File: config.mk
export PLATFORM = sky130hd
export DESIGN_NAME = hcp_top
export DESIGN_NICKNAME = d
export VERILOG_FILES = /design/src/verilog/hcp_pkg.sv /design/src/verilog/hcp_link_if.sv /design/src/verilog/hcp_otp.sv /design/src/verilog/hcp_chg.sv /design/src/verilog/hcp_top.sv
export SDC_FILE = /design/constraint.sdc
export NUM_CORES = 1
export LEC_CHECK = 0
export BUFFER_PORTS_ARGS = -buffer_cell sky130_fd_sc_hd__buf_2
export CAP_MARGIN = 20
export CORE_MARGIN = 2
export CORE_UTILIZATION = 46
export DETAILED_ROUTE_END_ITERATION = 10
export GPL_TIMING_DRIVEN = 0
export PLACE_DENSITY = 0.74
export SYNTH_ARGS = -nofsm -noshare
export SYNTH_HDL_FRONTEND = slang
export SYNTH_SLANG_ARGS = --single-unit
File: constraint.sdc
create_clock -name sys_clk -period 2.3 [get_ports sys_clk]
set_clock_uncertainty 0.05 [all_clocks]
set_input_delay 0 -clock sys_clk [delete_from_list [all_inputs] [get_ports sys_clk]]
set_output_delay 0 -clock sys_clk [all_outputs]
set_load 0.02 [all_outputs]
File: src/verilog/hcp_pkg.sv
// Purpose: Constants and types for the hub charge and power config block
// Assumes: Byte-wide configuration registers at their byte offsets
// Notes:   Shared by the top, the OTP store and the charge selector
//
// Summary of operation
// - Two-bit per-port charge enable at offset 06h
// - Automatic charging mode on after reset by default
// - Auto mode picks divider or DCP per device
// - Divider mode advertises 5 W by default
// - High-current bit makes divider advertise 10 W
// - Never CDP while automatic mode enabled
// - Mode from enable, VBUS above 4 V, auto
// - Charge enable also from dual-purpose pin level
// - Register bits enable switching and choose ganging
// - Straps also enable switching and choose ganging
// - Power-enable polarity chosen by config register bit
// - Polarity strap pin also chooses output polarity
// - OTP programmed only through vendor device requests
// - OTP reaches only IDs and listed bits
// - OTP removability bits stored inverted
// - OTP sets auto and high-current bits
// - OTP sets three-bit power-on delay field
// - Upstream without SuperSpeed disables downstream SuperSpeed
// - Full/low-speed upstream also disables downstream high-speed
// - Straps sampled once at reset release
package hcp_pkg;

  localparam int NREG = 9;

  localparam logic [7:0] OFS_VID_LO   = 8'h01;
  localparam logic [7:0] OFS_VID_HI   = 8'h02;
  localparam logic [7:0] OFS_PID_LO   = 8'h03;
  localparam logic [7:0] OFS_PID_HI   = 8'h04;
  localparam logic [7:0] OFS_DEV_CFG  = 8'h05;
  localparam logic [7:0] OFS_CHG_EN   = 8'h06;
  localparam logic [7:0] OFS_RMBL     = 8'h07;
  localparam logic [7:0] OFS_DEV_CFG2 = 8'h0A;
  localparam logic [7:0] OFS_CHG_CTL  = 8'hF2;

  localparam logic [3:0] IDX_DEV_CFG  = 4'h4;
  localparam logic [3:0] IDX_CHG_EN   = 4'h5;
  localparam logic [3:0] IDX_RMBL     = 4'h6;
  localparam logic [3:0] IDX_DEV_CFG2 = 4'h7;
  localparam logic [3:0] IDX_CHG_CTL  = 4'h8;
  localparam logic [3:0] IDX_NONE     = 4'hF;

  // Field positions
  localparam int BIT_GANGED     = 3;
  localparam int BIT_PSW_DIS_N  = 4;
  localparam int BIT_AUTO_DIS_N = 1;
  localparam int BIT_HI_CUR     = 4;
  localparam int BIT_POL        = 5;
  localparam int DLY_LSB        = 1;
  localparam int DLY_MSB        = 3;

  // Reset values, index order; ID bytes come from top parameters
  localparam logic [7:0] REG_RESET [NREG] = '{8'h00, 8'h00, 8'h00, 8'h00,
    8'h00, 8'h00, 8'h03, 8'h00, 8'h00};
  // Bits that OTP may reach, and bits stored inverted in OTP
  localparam logic [7:0] OTP_MASK [NREG] = '{8'hFF, 8'hFF, 8'hFF, 8'hFF,
    8'h00, 8'h00, 8'h03, 8'h12, 8'h0E};
  localparam logic [7:0] OTP_INV [NREG] = '{8'h00, 8'h00, 8'h00, 8'h00,
    8'h00, 8'h00, 8'h03, 8'h00, 8'h00};

  typedef enum logic [1:0] {CHG_NONE, CHG_DIVIDER, CHG_DCP, CHG_CDP}
    hcp_chg_e;

  function automatic logic [3:0] hcp_reg_index(input logic [7:0] ofs);
    case (ofs)
      OFS_VID_LO:   hcp_reg_index = 4'h0;
      OFS_VID_HI:   hcp_reg_index = 4'h1;
      OFS_PID_LO:   hcp_reg_index = 4'h2;
      OFS_PID_HI:   hcp_reg_index = 4'h3;
      OFS_DEV_CFG:  hcp_reg_index = IDX_DEV_CFG;
      OFS_CHG_EN:   hcp_reg_index = IDX_CHG_EN;
      OFS_RMBL:     hcp_reg_index = IDX_RMBL;
      OFS_DEV_CFG2: hcp_reg_index = IDX_DEV_CFG2;
      OFS_CHG_CTL:  hcp_reg_index = IDX_CHG_CTL;
      default:      hcp_reg_index = IDX_NONE;
    endcase
  endfunction

endpackage

File: src/verilog/hcp_link_if.sv
// Purpose: Internal carrier between top, OTP store and charge selector
// Assumes: One clock domain
// Notes:   Not used at the top-level boundary
`timescale 1ns/10ps
interface hcp_link_if;
  import hcp_pkg::*;
  logic             prog_wr;
  logic [7:0]       prog_ofs;
  logic [7:0]       prog_data;
  logic [7:0]       otp_val  [NREG];
  logic             otp_used [NREG];
  logic [1:0]       chg_en;
  logic [1:0]       dev_divider;
  logic             vbus_hi;
  logic             auto_dis_n;
  hcp_chg_e         mode     [2];

  modport otp_mp  (input prog_wr, prog_ofs, prog_data,
                   output otp_val, otp_used);
  modport chg_mp  (input chg_en, dev_divider, vbus_hi, auto_dis_n,
                   output mode);
endinterface

File: src/verilog/hcp_otp.sv
// Purpose: One-time-programmable configuration store
// Assumes: Writes arrive only from the vendor device request decoder
// Notes:   Bits only ever set; otp_por models the blank state at power-on
`timescale 1ns/10ps
module hcp_otp
  import hcp_pkg::*;
(
  input  wire logic  sys_clk,
  input  wire logic  otp_por,
  hcp_link_if.otp_mp lk
);
  logic [7:0] otp_ff  [NREG];
  logic       used_ff [NREG];
  logic [3:0] idx;

  assign idx = hcp_reg_index(lk.prog_ofs);

  // Kept apart from sys_rst so stored values survive a hub reset
  always_ff @(posedge sys_clk)
  begin
    for (int i = 0; i < NREG; i++)
    begin
      if (otp_por)
      begin
        otp_ff[i]  <= 8'h00;
        used_ff[i] <= 1'b0;
      end
      else if (lk.prog_wr && idx == 4'(i) && OTP_MASK[i] != 8'h00)
      begin
        otp_ff[i]  <= otp_ff[i] | (lk.prog_data & OTP_MASK[i]);
        used_ff[i] <= 1'b1;
      end
    end
  end

  for (genvar g = 0; g < NREG; g++)
  begin : g_out
    assign lk.otp_val[g]  = otp_ff[g];
    assign lk.otp_used[g] = used_ff[g];
  end
endmodule // hcp_otp

File: src/verilog/hcp_chg.sv
// Purpose: Per-port battery charging mode selection
// Assumes: Inputs already resolved between straps and registers
// Notes:   Purely combinational; the top registers the result
`timescale 1ns/10ps
module hcp_chg
  import hcp_pkg::*;
(
  input  wire logic  sys_clk,
  input  wire logic  sys_rst,
  hcp_link_if.chg_mp lk
);
  for (genvar p = 0; p < 2; p++)
  begin : g_port
    always_comb
    begin
      if (!lk.chg_en[p])
        lk.mode[p] = CHG_NONE;
      else if (!lk.vbus_hi)
      begin
        if (!lk.auto_dis_n)
          lk.mode[p] = lk.dev_divider[p] ? CHG_DIVIDER : CHG_DCP;
        else
          lk.mode[p] = CHG_DCP;
      end
      else
        // Upstream present with auto on: no CDP, plain port
        lk.mode[p] = lk.auto_dis_n ? CHG_CDP : CHG_NONE;
    end

  end
endmodule // hcp_chg

File: src/verilog/hcp_top.sv
// Purpose: Hub charging, port power and speed-limit configuration
// Assumes: Config bytes written over the serial config port
// Notes:   Straps and OTP load happen in the first cycle after reset
`timescale 1ns/10ps
module hcp_top
  import hcp_pkg::*;
#(
  // Arbitrary identity defaults
  parameter logic [15:0] VENDOR_ID  = 16'hA5A5,
  parameter logic [15:0] PRODUCT_ID = 16'h5A5A
)
(
  input  wire logic       sys_clk,
  input  wire logic       sys_rst,
  input  wire logic       otp_por,
  input  wire logic       cfg_wr,
  input  wire logic       cfg_rd,
  input  wire logic [7:0] cfg_addr,
  input  wire logic [7:0] cfg_wdata,
  output wire logic [7:0] cfg_rdata,
  input  wire logic       vreq_otp_wr,
  input  wire logic [7:0] vreq_otp_addr,
  input  wire logic [7:0] vreq_otp_data,
  input  wire logic       power_switching_strap,
  input  wire logic       ganged_strap,
  input  wire logic       power_enable_polarity_strap,
  input  wire logic       bus_mode_strap,
  input  wire logic [1:0] port_power_charge_pin_in,
  output wire logic [1:0] port_power_enable_outputs,
  output wire logic [1:0] port_power_enable_oe,
  input  wire logic [1:0] port_power_req,
  input  wire logic       vbus_above_4v,
  input  wire logic [1:0] device_divider_type,
  input  wire logic       upstream_ss_link,
  input  wire logic       upstream_hs_link,
  output wire hcp_chg_e   port1_charge_mode,
  output wire hcp_chg_e   port2_charge_mode,
  output wire logic       divider_high_current,
  output wire logic       ds_superspeed_enable,
  output wire logic       ds_highspeed_enable,
  output wire logic [2:0] power_on_delay,
  output wire logic [1:0] port_removable,
  output wire logic       bus_mode_slave
);

  hcp_link_if lk();

  logic [7:0] cfg_ff [NREG];
  logic       rst_q_ff;
  logic       release_w;
  logic       psw_strap_ff;
  logic       gang_strap_ff;
  logic       pol_strap_ff;
  logic       bus_strap_ff;
  logic [1:0] chg_strap_ff;
  logic       wr_dev_ff;
  logic       wr_chg_ff;
  logic       wr_cfg2_ff;
  logic [3:0] wr_idx;
  logic [3:0] rd_idx;
  logic       psw_dis_n_eff;
  logic       ganged_eff;
  logic       pol_eff;
  logic [1:0] chg_en_eff;
  logic [1:0] pwr_on;
  hcp_chg_e   mode_ff [2];
  logic [7:0] rdata_ff;
  logic       div_hi_ff;
  logic       ss_ff;
  logic       hs_ff;
  logic [1:0] pwr_out_ff;
  logic [1:0] pwr_oe_ff;
  logic [2:0] delay_ff;
  logic [1:0] rmbl_ff;

  function automatic logic [7:0] reset_val(input logic [3:0] i);
    case (i)
      4'h0:    reset_val = VENDOR_ID[7:0];
      4'h1:    reset_val = VENDOR_ID[15:8];
      4'h2:    reset_val = PRODUCT_ID[7:0];
      4'h3:    reset_val = PRODUCT_ID[15:8];
      default: reset_val = REG_RESET[i];
    endcase
  endfunction

  assign wr_idx    = hcp_reg_index(cfg_addr);
  assign rd_idx    = hcp_reg_index(cfg_addr);
  assign release_w = rst_q_ff && !sys_rst;

  hcp_otp u_otp (
    .sys_clk (sys_clk),
    .otp_por (otp_por),
    .lk      (lk.otp_mp)
  );

  hcp_chg u_chg (
    .sys_clk (sys_clk),
    .sys_rst (sys_rst),
    .lk      (lk.chg_mp)
  );

  assign lk.prog_wr   = vreq_otp_wr;
  assign lk.prog_ofs  = vreq_otp_addr;
  assign lk.prog_data = vreq_otp_data;

  // Reset release detection
  always_ff @(posedge sys_clk)
  begin
    rst_q_ff <= sys_rst;
  end

  // Straps caught once; pins are still inputs here since oe is low
  always_ff @(posedge sys_clk)
  begin
    if (sys_rst)
    begin
      psw_strap_ff  <= 1'b1; // Switching off until straps are known
      gang_strap_ff <= 1'b0;
      pol_strap_ff  <= 1'b0;
      bus_strap_ff  <= 1'b0;
      chg_strap_ff  <= 2'b00;
    end
    else if (release_w)
    begin
      psw_strap_ff  <= power_switching_strap;
      gang_strap_ff <= ganged_strap;
      pol_strap_ff  <= power_enable_polarity_strap;
      bus_strap_ff  <= bus_mode_strap;
      chg_strap_ff  <= port_power_charge_pin_in;
    end
  end

  // Configuration bytes: defaults, then OTP, then software writes
  always_ff @(posedge sys_clk)
  begin
    if (sys_rst)
    begin
      for (int i = 0; i < NREG; i++)
        cfg_ff[i] <= reset_val(4'(i));
    end
    else if (release_w)
    begin
      for (int i = 0; i < NREG; i++)
        if (lk.otp_used[i])
          cfg_ff[i] <= (cfg_ff[i] & ~OTP_MASK[i])
                     | ((lk.otp_val[i] ^ OTP_INV[i]) & OTP_MASK[i]);
    end
    else if (cfg_wr && wr_idx != IDX_NONE)
      cfg_ff[wr_idx] <= cfg_wdata;
  end

  // Sticky marks that software has taken a field over from its strap
  always_ff @(posedge sys_clk)
  begin
    if (sys_rst)
    begin
      wr_dev_ff  <= 1'b0;
      wr_chg_ff  <= 1'b0;
      wr_cfg2_ff <= 1'b0;
    end
    else if (cfg_wr && !release_w)
    begin
      if (wr_idx == IDX_DEV_CFG)
        wr_dev_ff <= 1'b1;
      if (wr_idx == IDX_CHG_EN)
        wr_chg_ff <= 1'b1;
      if (wr_idx == IDX_DEV_CFG2)
        wr_cfg2_ff <= 1'b1;
    end
  end

  // Effective settings: written register, else latched strap
  assign psw_dis_n_eff = wr_dev_ff ? cfg_ff[IDX_DEV_CFG][BIT_PSW_DIS_N]
                                   : psw_strap_ff;
  assign ganged_eff    = wr_dev_ff ? cfg_ff[IDX_DEV_CFG][BIT_GANGED]
                                   : gang_strap_ff;
  assign pol_eff       = wr_cfg2_ff ? cfg_ff[IDX_DEV_CFG2][BIT_POL]
                                    : pol_strap_ff;
  assign chg_en_eff    = wr_chg_ff ? cfg_ff[IDX_CHG_EN][1:0]
                                   : chg_strap_ff;

  assign lk.chg_en      = chg_en_eff;
  assign lk.dev_divider = device_divider_type;
  assign lk.vbus_hi     = vbus_above_4v;
  assign lk.auto_dis_n  = cfg_ff[IDX_DEV_CFG2][BIT_AUTO_DIS_N];

  // Charging outputs
  always_ff @(posedge sys_clk)
  begin
    if (sys_rst)
    begin
      mode_ff[0] <= CHG_NONE;
      mode_ff[1] <= CHG_NONE;
      div_hi_ff  <= 1'b0;
    end
    else
    begin
      mode_ff[0] <= lk.mode[0];
      mode_ff[1] <= lk.mode[1];
      div_hi_ff  <= cfg_ff[IDX_DEV_CFG2][BIT_HI_CUR];
    end
  end

  // Ganged ports share one request; per-port follows each request
  assign pwr_on = ganged_eff ? {2{|port_power_req}} : port_power_req;

  always_ff @(posedge sys_clk)
  begin
    if (sys_rst)
    begin
      pwr_oe_ff  <= 2'b00;
      pwr_out_ff <= 2'b00;
    end
    else if (!psw_dis_n_eff)
    begin
      pwr_oe_ff  <= 2'b11;
      pwr_out_ff <= pol_eff ? pwr_on : ~pwr_on;
    end
    else
    begin
      // Pins left as charge-enable inputs when switching is off
      pwr_oe_ff  <= 2'b00;
      pwr_out_ff <= 2'b00;
    end
  end

  // Downstream speed limits follow the upstream link
  always_ff @(posedge sys_clk)
  begin
    if (sys_rst)
    begin
      ss_ff <= 1'b0;
      hs_ff <= 1'b0;
    end
    else
    begin
      ss_ff <= upstream_ss_link;
      hs_ff <= upstream_ss_link || upstream_hs_link;
    end
  end

  // Register reads and field outputs
  always_ff @(posedge sys_clk)
  begin
    if (sys_rst)
    begin
      rdata_ff <= 8'h00;
      delay_ff <= 3'h0;
      rmbl_ff  <= 2'b00;
    end
    else
    begin
      if (cfg_rd)
        rdata_ff <= (rd_idx == IDX_NONE) ? 8'h00 : cfg_ff[rd_idx];
      delay_ff <= cfg_ff[IDX_CHG_CTL][DLY_MSB:DLY_LSB];
      rmbl_ff  <= cfg_ff[IDX_RMBL][1:0];
    end
  end

  assign cfg_rdata                 = rdata_ff;
  assign port_power_enable_outputs = pwr_out_ff;
  assign port_power_enable_oe      = pwr_oe_ff;
  assign port1_charge_mode         = mode_ff[0];
  assign port2_charge_mode         = mode_ff[1];
  assign divider_high_current      = div_hi_ff;
  assign ds_superspeed_enable      = ss_ff;
  assign ds_highspeed_enable       = hs_ff;
  assign power_on_delay            = delay_ff;
  assign port_removable            = rmbl_ff;
  assign bus_mode_slave            = bus_strap_ff;
endmodule // hcp_top

==> out/summary.txt, run 1 <==
status - completed
vias in the first global route - 5112
TritonCTS clock tree - done
kind of critical path - input port to flip-flop
number of diodes - 0
GP Congestion - 0.957
most frequent cell on the critical path - buf_2
max_cap viols - 0
area leader, netlist - edfxtp_1
Yosys Warn Count - 0
Leak - 3.20 nW
most common cell after layout, fill and taps aside - edfxtp_1
gr usage total - 23.3%
CP endpoint - cfg_rdata[7]
WP buf/inv - 3
GRT Residual Overflow - 0
critical path cell sequence - buf_2 > nor4_2 > buf_2 > a32o_1 > buf_4 > o22ai_1 > a2111oi_0 > a22o_1
worst path arrival time - 2.54 ns
register bit total from synthesis - 151
R2R setup slack - 0.11 ns
first-pass GRT wire length - 28.3 mm
most frequent cells in the layout - edfxtp_1, buf_2, nor2_1
overall via count from detail_route - 5165
largest family of logic cells by synthesized area - compound AO/OA/AOI/OAI gates
Setup crit start kind - input port
CTS clk-pin slew, worst paths - 0.06 ns
DRC - 0
Worst path depth - 8
total power - 6.25 mW
# port buffers - 65
Worst VDD drop - 0.696 mV
worst min path class - input port to flip-flop
io pins - 76
core area - 14500 um^2
largest cells by area after synthesis - edfxtp_1, dfxtp_1, nor2_1
delay-heaviest family, CP - compound AO/OA/AOI/OAI gates
share of post-route cells with drive strength above 1 - 21.7%
CTS Buf Count - 17
chip height - 126 um
Clock Latency Late Sink - 0.43 ns
post-synthesis xor/xnor area fraction - 0.257%
most used flip-flop cell after synthesis - edfxtp_1
post-synth cell types - 56
Avg Inst Size Synth - 12.0 um^2
pwr/cell area - 749 nW/um^2
worst path required time - 2.62 ns
Max FO, Critical Path - 10
Setup crit end kind - flip-flop
final hold violation count - 0
number of setup buffers added after CTS - 0
initial drt markers - 512
largest net degree at the start of global routing - 17
CTS root buffer - clkbuf_16
FF-to-FF End - cfg_ff[3][6]
RR Startpoint - rst_q_ff
Final Max Tran Viols - 0
die width - 126 um
final period utilization - 96.4%
Hold WS - 0.0131 ns
Post-synth ARST share - 0%
share of the synthesized area in the top cell type - 51.5%
RSZ-0062 raised after global routing - false
initial antenna violation count - 0
worst r2r path cells - 6
CTS Sinks - 151
worst-case clock buffer depth - 2
Initial Util - 47.0%
Via density - 5.86
endpoints failing setup - 0
DRT antenna net count - 0
fin crit period - 2.22 ns
Routed wire per std cell - 20.5 um
full die area - 15800 um^2
simple-gate portion of the synthesized area - 15.4%
CP startpoint - cfg_addr[4]
area grow syn2layout - 22.2%
register area share after synthesis - 61.5%
Pre-antenna DRT Iters - 5
Slowest-stage cell, CP - a2111oi_0
fmax - 0.451 GHz
final wirelength - 18.0 mm
# rows - 44
post-synthesis instance total - 568
Netlist Area Pre-Place - 6820 um^2
syn_nets - 619
H-tree lvl count - 4
Post-synth EDFFs - 117
Slew Limit Headroom - 33.5%
mux contribution to synthesized area - 3.52%
adder-cell share of the synthesized area - 0%
complex-gate fraction of the synthesized area - 16.7%
Final nets - 735
end-of-flow core utilization - 57.4%
crit-path max cell delay - 0.89 ns
Tightest Pin Transition - 0.972 ns
DP Wirelength - 12.8 mm
==> Yosys cell counts, drive strengths merged, types with 6 or more instances <==
master   number
inv           9
mux2i         6
o21a         28
a21oi        23
a22o         28
and3         15
nor2         70
nand2        23
o22a         16
buf          13
dfxtp        34
mux2         16
and2         31
a2111oi       7
nor2b        16
clkbuf       22
o22ai        16
edfxtp      117
nand3         9
o21ai        14
==> sequential cells by signal, indices dropped and copies added, names as in the netlist <==
signal / cells
u_otp.used_ff: 7
cfg_rdata: 8
port_power_enable_outputs: 2
u_otp.otp_ff: 39
port_removable: 2
pol_strap_ff: 1
chg_strap_ff: 2
bus_mode_slave: 1
gang_strap_ff: 1
mode_ff: 4
rst_q_ff: 1
ds_superspeed_enable: 1
wr_dev_ff: 1
port_power_enable_oe: 1
psw_strap_ff: 1
power_on_delay: 3
cfg_ff: 72
wr_cfg2_ff: 1
wr_chg_ff: 1
ds_highspeed_enable: 1
divider_high_current: 1
==> power breakdown <==
| group | switching [mW] | total [mW] | internal, mW |
|---|---|---|---|
| registers | 0.0516 | 3.09 | 3.04 |
| clock network | 1.06 | 2.70 | 1.64 |
| logic | 0.272 | 0.452 | 0.180 |
==> layer usage <==
layer  part of all wire (%)  global-route usage (%)  vias up
met2                     50                    39.6      215
met4                    2.1                    8.21        0
met1                     42                    30.4     2533
met3                    5.6                    3.95       34
met5                      0                       0        -
li1                       -                       -     2383
==> worst min path at each step <==
stage	startpoint	endpoint	slack (ns)	cells past startpoint
floorplan	sys_rst	rst_q_ff	-0.02	0
global placement	sys_rst	rst_q_ff	0.08	1
detailed placement	sys_rst	rst_q_ff	0.08	1
CTS	vreq_otp_addr[2]	u_otp.used_ff[2]	0.0001	2
global route	vreq_otp_addr[2]	u_otp.used_ff[2]	0.03	2
finish	vreq_otp_addr[2]	u_otp.used_ff[2]	0.01	2
==> cell type report <==
| type | count | area (um^2) |
|---|---|---|
| sequential | 151 | 4190 |
| fill | 1198 | 6190 |
| inverter | 9 | 33.8 |
| timing repair buffer | 99 | 658 |
| buffer | 33 | 146 |
| multi-input combinational | 373 | 2510 |
| tap | 184 | 230 |
| clock inverter | 10 | 104 |
| clock buffer | 22 | 464 |
==> per-stage QoR <==
step / area [um^2] / TNS, ns / cells / setup slack [ns]
after floorplan: 6820 / 0 / 568 / 0.199
after global placement: 7380 / -23.62 / 817 / -0.622
after detailed placement: 7400 / -25.27 / 819 / -0.536
after CTS: 8320 / 0 / 882 / 0.0165
after global routing: 8340 / 0 / 881 / 0.00442
final: 8340 / 0 / 881 / 0.0825
==> logic make-up after synthesis <==
logic type | after synthesis
AO/OA/AOI/OAI | 154
XOR/XNOR | 2
buffers and inverters | 44
flip-flops | 151
multiplexers | 22
AND/OR/NAND/NOR | 195
==> what timing repair did <==
action | in CTS | in global routing
pin swaps | 1 | 1
endpoints found under the setup margin | 53 | 81
hold buffers | 32 | 0
resized for setup | 10 | 10
endpoints found under the hold margin | 80 | 0
(Power assumes the default switching activity.)
==> run 2, diff against run 1 <==
Settings changed: SETUP_SLACK_MARGIN set to 0.5.
==> out/summary.txt, run 2 (same netlist as run 1, synthesis figures left out) <==
share of post-route cells with drive strength above 1 - 26.9% (+5.2 points)
vias in the first global route - 5180 (+1.3%)
DRC - 0 (unchanged)
CTS Sinks - 151 (unchanged)
Routed wire per std cell - 20.6 um (+0.73%)
Leak - 3.38 nW (+5.8%)
Setup crit start kind - flip-flop
initial antenna violation count - 0 (unchanged)
final period utilization - 82.8% (-14 points)
Via density - 5.92 (+1.0%)
CTS clk-pin slew, worst paths - 0.06 ns (about the same)
Max FO, Critical Path - 8 (-2)
first-pass GRT wire length - 28.6 mm (+0.90%)
Slowest-stage cell, CP - edfxtp_1
chip height - 126 um (unchanged)
io pins - 76 (unchanged)
Pre-antenna DRT Iters - 5 (unchanged)
end-of-flow core utilization - 60.0% (+2.6 points)
Final Max Tran Viols - 0 (unchanged)
initial drt markers - 429 (-16%)
Layout Cells excl Fill - 895 (+1.6%)
crit-path max cell delay - 0.40 ns (-0.49 ns)
fmax - 0.525 GHz (+16%)
Largest Register - cfg_ff
GP Congestion - 0.954 (-0.34%)
most frequent cells in the layout - edfxtp_1, buf_2, nor2_1
die width - 126 um (unchanged)
final wirelength - 18.5 mm (+2.3%)
Worst VDD drop - 0.668 mV (-4.1%)
Clock Latency Late Sink - 0.43 ns (about the same)
total power - 6.64 mW (+6.2%)
TritonCTS clock tree - done
largest net degree at the start of global routing - 17 (unchanged)
DP Wirelength - 13.0 mm (+1.5%)
kind of critical path - flip-flop to flip-flop
delay-heaviest family, CP - simple AND/OR/NAND/NOR gates
# port buffers - 65 (unchanged)
overall via count from detail_route - 5301 (+2.6%)
gr usage total - 23.6% (+0.26 points)
Slew Limit Headroom - 45.3% (+12 points)
post-layout instance area - 8720 um^2 (+4.6%)
CTS root buffer - clkbuf_16
fin crit period - 1.90 ns (-0.314 ns)
Tightest Pin Transition - 0.820 ns (-0.152 ns)
worst min path class - input port to flip-flop
pwr/cell area - 761 nW/um^2 (+1.6%)
# rows - 44 (unchanged)
final hold violation count - 0 (unchanged)
worst path arrival time - 1.96 ns (-0.58 ns)
worst path required time - 2.35 ns (-0.27 ns)
status - completed
critical path cell sequence - nor4_1 > nand2_1 > and3b_1 > clkbuf_8 > clkbuf_16 > a21oi_4
area grow syn2layout - 27.8%
DRT antenna net count - 0 (unchanged)
Initial Util - 47.0% (unchanged)
RSZ-0062 raised after global routing - true
H-tree lvl count - 4 (unchanged)
max_cap viols - 0 (unchanged)
core area - 14500 um^2 (unchanged)
cell area after placement - 7450 um^2 (+0.69%)
Final nets - 749 (+1.9%)
Setup crit end kind - flip-flop
WP buf/inv - 2 (-1)
most common cell after layout, fill and taps aside - edfxtp_1
max reg flops - 72 (unchanged)
worst-case clock buffer depth - 2 (unchanged)
number of diodes - 0 (unchanged)
full die area - 15800 um^2 (unchanged)
endpoints failing setup - 0 (unchanged)
GRT Residual Overflow - 0 (unchanged)
CTS Buf Count - 17 (unchanged)
Post-Place Cells - 819 (unchanged)
==> run 2: changes by cell type in the layout (fill, tap and decap cells not counted), sizes merged <==
cell | previous run | this run
bufinv | 2 | 5
dlygate4sd3 | 32 | 31
clkinv | 6 | 5
clkbuf | 42 | 40
inv | 9 | 10
buf | 80 | 94
==> run 2: worst reg2reg max path, cell delays in order (launching register included) <==
cell       delay, ns
edfxtp_1        0.40
nor4_1          0.28
nand2_1         0.10
and3b_1         0.18
clkbuf_8        0.15
clkbuf_16       0.16
a21oi_4         0.26
==> run 2: stage by stage <==
step	setup WS, ns	hold slack, ns	setup TNS [ns]
after global routing	0.338	0.0252	0
after floorplan	0.488	-0.0223	0
final	0.397	0.0128	0
after CTS	0.400	0.00312	0
after detailed placement	-0.301	0.0824	-6.10
after global placement	-0.245	0.0813	-4.02
==> run 2: worst paths after layout <==
check / startpoint / depth (start not counted) / endpoint / slack [ns]
hold / removal: vreq_otp_wr / 3 / u_otp.otp_ff[6][0] / 0.01
setup reg to reg: u_otp.used_ff[6] / 6 / cfg_ff[6][6] / 0.40
hold reg to reg: cfg_rdata[5] / 1 / cfg_rdata[5] / 0.43
setup / recovery: u_otp.used_ff[6] / 6 / cfg_ff[6][6] / 0.40
==> run 2: per-layer routing <==
layer / global-route usage, % / wire (um) / vias to the layer above
met2: 40.3 / 9240 / 232
met1: 29.6 / 7680 / 2617
met4: 9.50 / 461 / 0
met5: 0 / 0 / -
met3: 4.46 / 1090 / 34
li1: - / - / 2418
==> run 2: what timing repair did <==
action                                  CTS  global route
pin swaps                                 8             2
endpoints found under the hold margin    87             0
endpoints found under the setup margin  117           142
setup buffers                            10             3
gates resized for setup                  39            20
hold buffers                             31             0
==> run 2: layout make-up <==
type | count | area, um^2
clock buffer | 19 | 443
inverter | 9 | 33.8
buffer | 35 | 221
multi-input combinational | 373 | 2650
sequential | 151 | 4190
tap | 184 | 230
fill | 1126 | 5810
clock inverter | 13 | 201
timing repair buffer | 111 | 746
==> run 2: power by group <==
part / leakage (nW) / total, mW / internal (mW) / switching, mW
registers: 1.46 / 3.09 / 3.04 / 0.0515
clock network: 0.311 / 3.05 / 1.95 / 1.10
logic: 1.61 / 0.493 / 0.204 / 0.289
total: 3.38 / 6.64 / 5.19 / 1.44
==> run 3, diff against run 2 <==
Settings changed: PLACE_DENSITY 0.74 to 0.71.
Clock period 2.3 ns to 1.76 ns, I/O delays scaled along.
==> out/summary.txt, run 3 (same netlist as run 1, synthesis figures left out) <==
GRT Residual Overflow - 0 (unchanged)
most frequent cells in the layout - edfxtp_1, buf_2, nor2_1
pre-CTS setup slack - -0.398 ns (-0.0970 ns)
RSZ-0062 raised after global routing - true
post-layout instance area - 10300 um^2 (+18%)
area grow syn2layout - 51.4%
Via density - 5.93 (+0.17%)
cell-internal power - 6.51 mW (+25%)
endpoints failing setup - 31 (+31)
CTS Sinks - 151 (unchanged)
# port buffers - 65 (unchanged)
most common cell after layout, fill and taps aside - edfxtp_1
final wirelength - 21.6 mm (+17%)
vias in the first global route - 5624 (+8.6%)
worst min path class - input port to flip-flop
hold path start - vreq_otp_wr
CTS clk-pin slew, worst paths - 0.06 ns (about the same)
Final nets - 807 (+7.7%)
worst-case clock buffer depth - 2 (unchanged)
final period utilization - 107% (+24 points)
Clock power frac - 41.7% (-4.2 points)
Pre-antenna DRT Iters - 7 (+2)
total power - 8.48 mW (+28%)
core area - 14500 um^2 (unchanged)
critical path cell sequence - nor4_2 > nand2_1 > and3b_1 > buf_8 > clkbuf_16 > a21oi_4
max reg flops - 72 (unchanged)
RR Startpoint - u_otp.used_ff[6]
cell area after placement - 7880 um^2 (+5.8%)
failing checks - negative setup slack
Worst Setup Slack, final - -0.123 ns (-0.519 ns)
status - finished, violations left
Routed wire per std cell - 22.6 um (+9.7%)
DP Wirelength - 12.8 mm (-1.1%)
fin crit period - 1.88 ns (-0.0208 ns)
full die area - 15800 um^2 (unchanged)
Largest Register - cfg_ff
number of diodes - 0 (unchanged)
overall via count from detail_route - 5654 (+6.7%)
final hold violation count - 0 (unchanged)
Combinational Power Share - 10.4% (+3.0 points)
initial drt markers - 401 (-6.5%)
die width - 126 um (unchanged)
largest net degree at the start of global routing - 17 (unchanged)
H-tree lvl count - 4 (unchanged)
Final Max Tran Viols - 0 (unchanged)
delay-heaviest family, CP - simple AND/OR/NAND/NOR gates
Slowest-stage cell, CP - edfxtp_1
CP startpoint - u_otp.used_ff[6]
switching pwr - 1.97 mW (+36%)
CTS root buffer - clkbuf_16
fmax - 0.531 GHz (+1.1%)
Slew Limit Headroom - 52.4% (+7.1 points)
kind of critical path - flip-flop to flip-flop
gr usage total - 25.8% (+2.3 points)
Final TNS setup - -1.57 ns (-1.57 ns)
Sequential Power Share - 47.9% (+1.3 points)
worst path required time - 1.81 ns (-0.54 ns)
Leak - 3.93 nW (+16%)
Initial Util - 47.0% (unchanged)
share of post-route cells with drive strength above 1 - 45.0% (+18 points)
crit-path max cell delay - 0.41 ns (about the same)
initial antenna violation count - 0 (unchanged)
GP Congestion - 0.958 (+0.51%)
Setup crit start kind - flip-flop
WP buf/inv - 2 (unchanged)
Max FO, Critical Path - 5 (-3)
pwr/cell area - 820 nW/um^2 (+7.8%)
TritonCTS clock tree - done
worst path arrival time - 1.93 ns (-0.03 ns)
Tightest Pin Transition - 0.714 ns (-0.107 ns)
Clock Latency Late Sink - 0.43 ns (about the same)
first-pass GRT wire length - 31.2 mm (+9.1%)
# rows - 44 (unchanged)
DRC - 0 (unchanged)
DRT antenna net count - 0 (unchanged)
Worst VDD drop - 0.779 mV (+17%)
Setup crit end kind - flip-flop
CTS Buf Count - 17 (unchanged)
chip height - 126 um (unchanged)
max_cap viols - 0 (unchanged)
end-of-flow core utilization - 71.1% (+11 points)
Switching Share - 23.2% (+1.5 points)
io pins - 76 (unchanged)
[run 3: metrics by stage]
step	cells	hold slack, ns
5_1_grt	953	0.0395
2_1_floorplan	568	-0.0223
3_5_place_dp	817	0.0762
6_report	953	0.0159
4_1_cts	926	-0.00188
3_3_place_gp	817	0.0761
[run 3: worst register-to-register path: stages, from the launching register on]
cell       delay (ns)
edfxtp_1         0.41
nor4_2           0.26
nand2_1          0.10
and3b_1          0.19
buf_8            0.14
clkbuf_16        0.16
a21oi_4          0.25
[run 3: final timing paths]
| check | slack [ns] | cells past startpoint | to |
|---|---|---|---|
| worst max-delay path | -0.12 | 6 | cfg_ff[8][0] |
| worst max register to register | -0.12 | 6 | cfg_ff[8][0] |
| worst min-delay path | 0.02 | 3 | u_otp.used_ff[6] |
| worst min register to register | 0.43 | 1 | cfg_rdata[2] |
[run 3: cell type report]
cell class	count	area (um^2)
well taps	184	230
flip-flops and latches	151	4200
inverters	9	33.8
clock buffers	26	546
plain buffers	35	370
fillers	947	4200
repair buffers	165	1460
multi-input cells	377	3470
clock inverters	6	35.0
[run 3: per-layer routing]
layer / track usage, % / vias to the layer above / wire, um
met5: 0 / - / 0
li1: - / 2537 / -
met2: 44.4 / 292 / 11100
met3: 5.52 / 63 / 1460
met1: 31.3 / 2762 / 8190
met4: 11.8 / 0 / 764
[run 3: power by group through the flow]
stage	logic, mW	registers [mW]	clock network, mW
finish	0.881	4.06	3.54
global route	0.928	4.07	3.70
CTS	0.796	4.05	3.54
detailed placement	0.592	4.12	0
global placement	0.583	4.11	0
floorplan	0.358	4.11	0
[run 3: repair_timing]
| action | CTS | global route |
|---|---|---|
| buffers inserted | 44 | 23 |
| endpoints found under the hold margin | 64 | 1 |
| resized for setup | 135 | 76 |
| endpoints found under the setup margin | 233 | 212 |
| gates cloned | 5 | 4 |
| pin swaps | 43 | 33 |
| hold buffers | 28 | 1 |
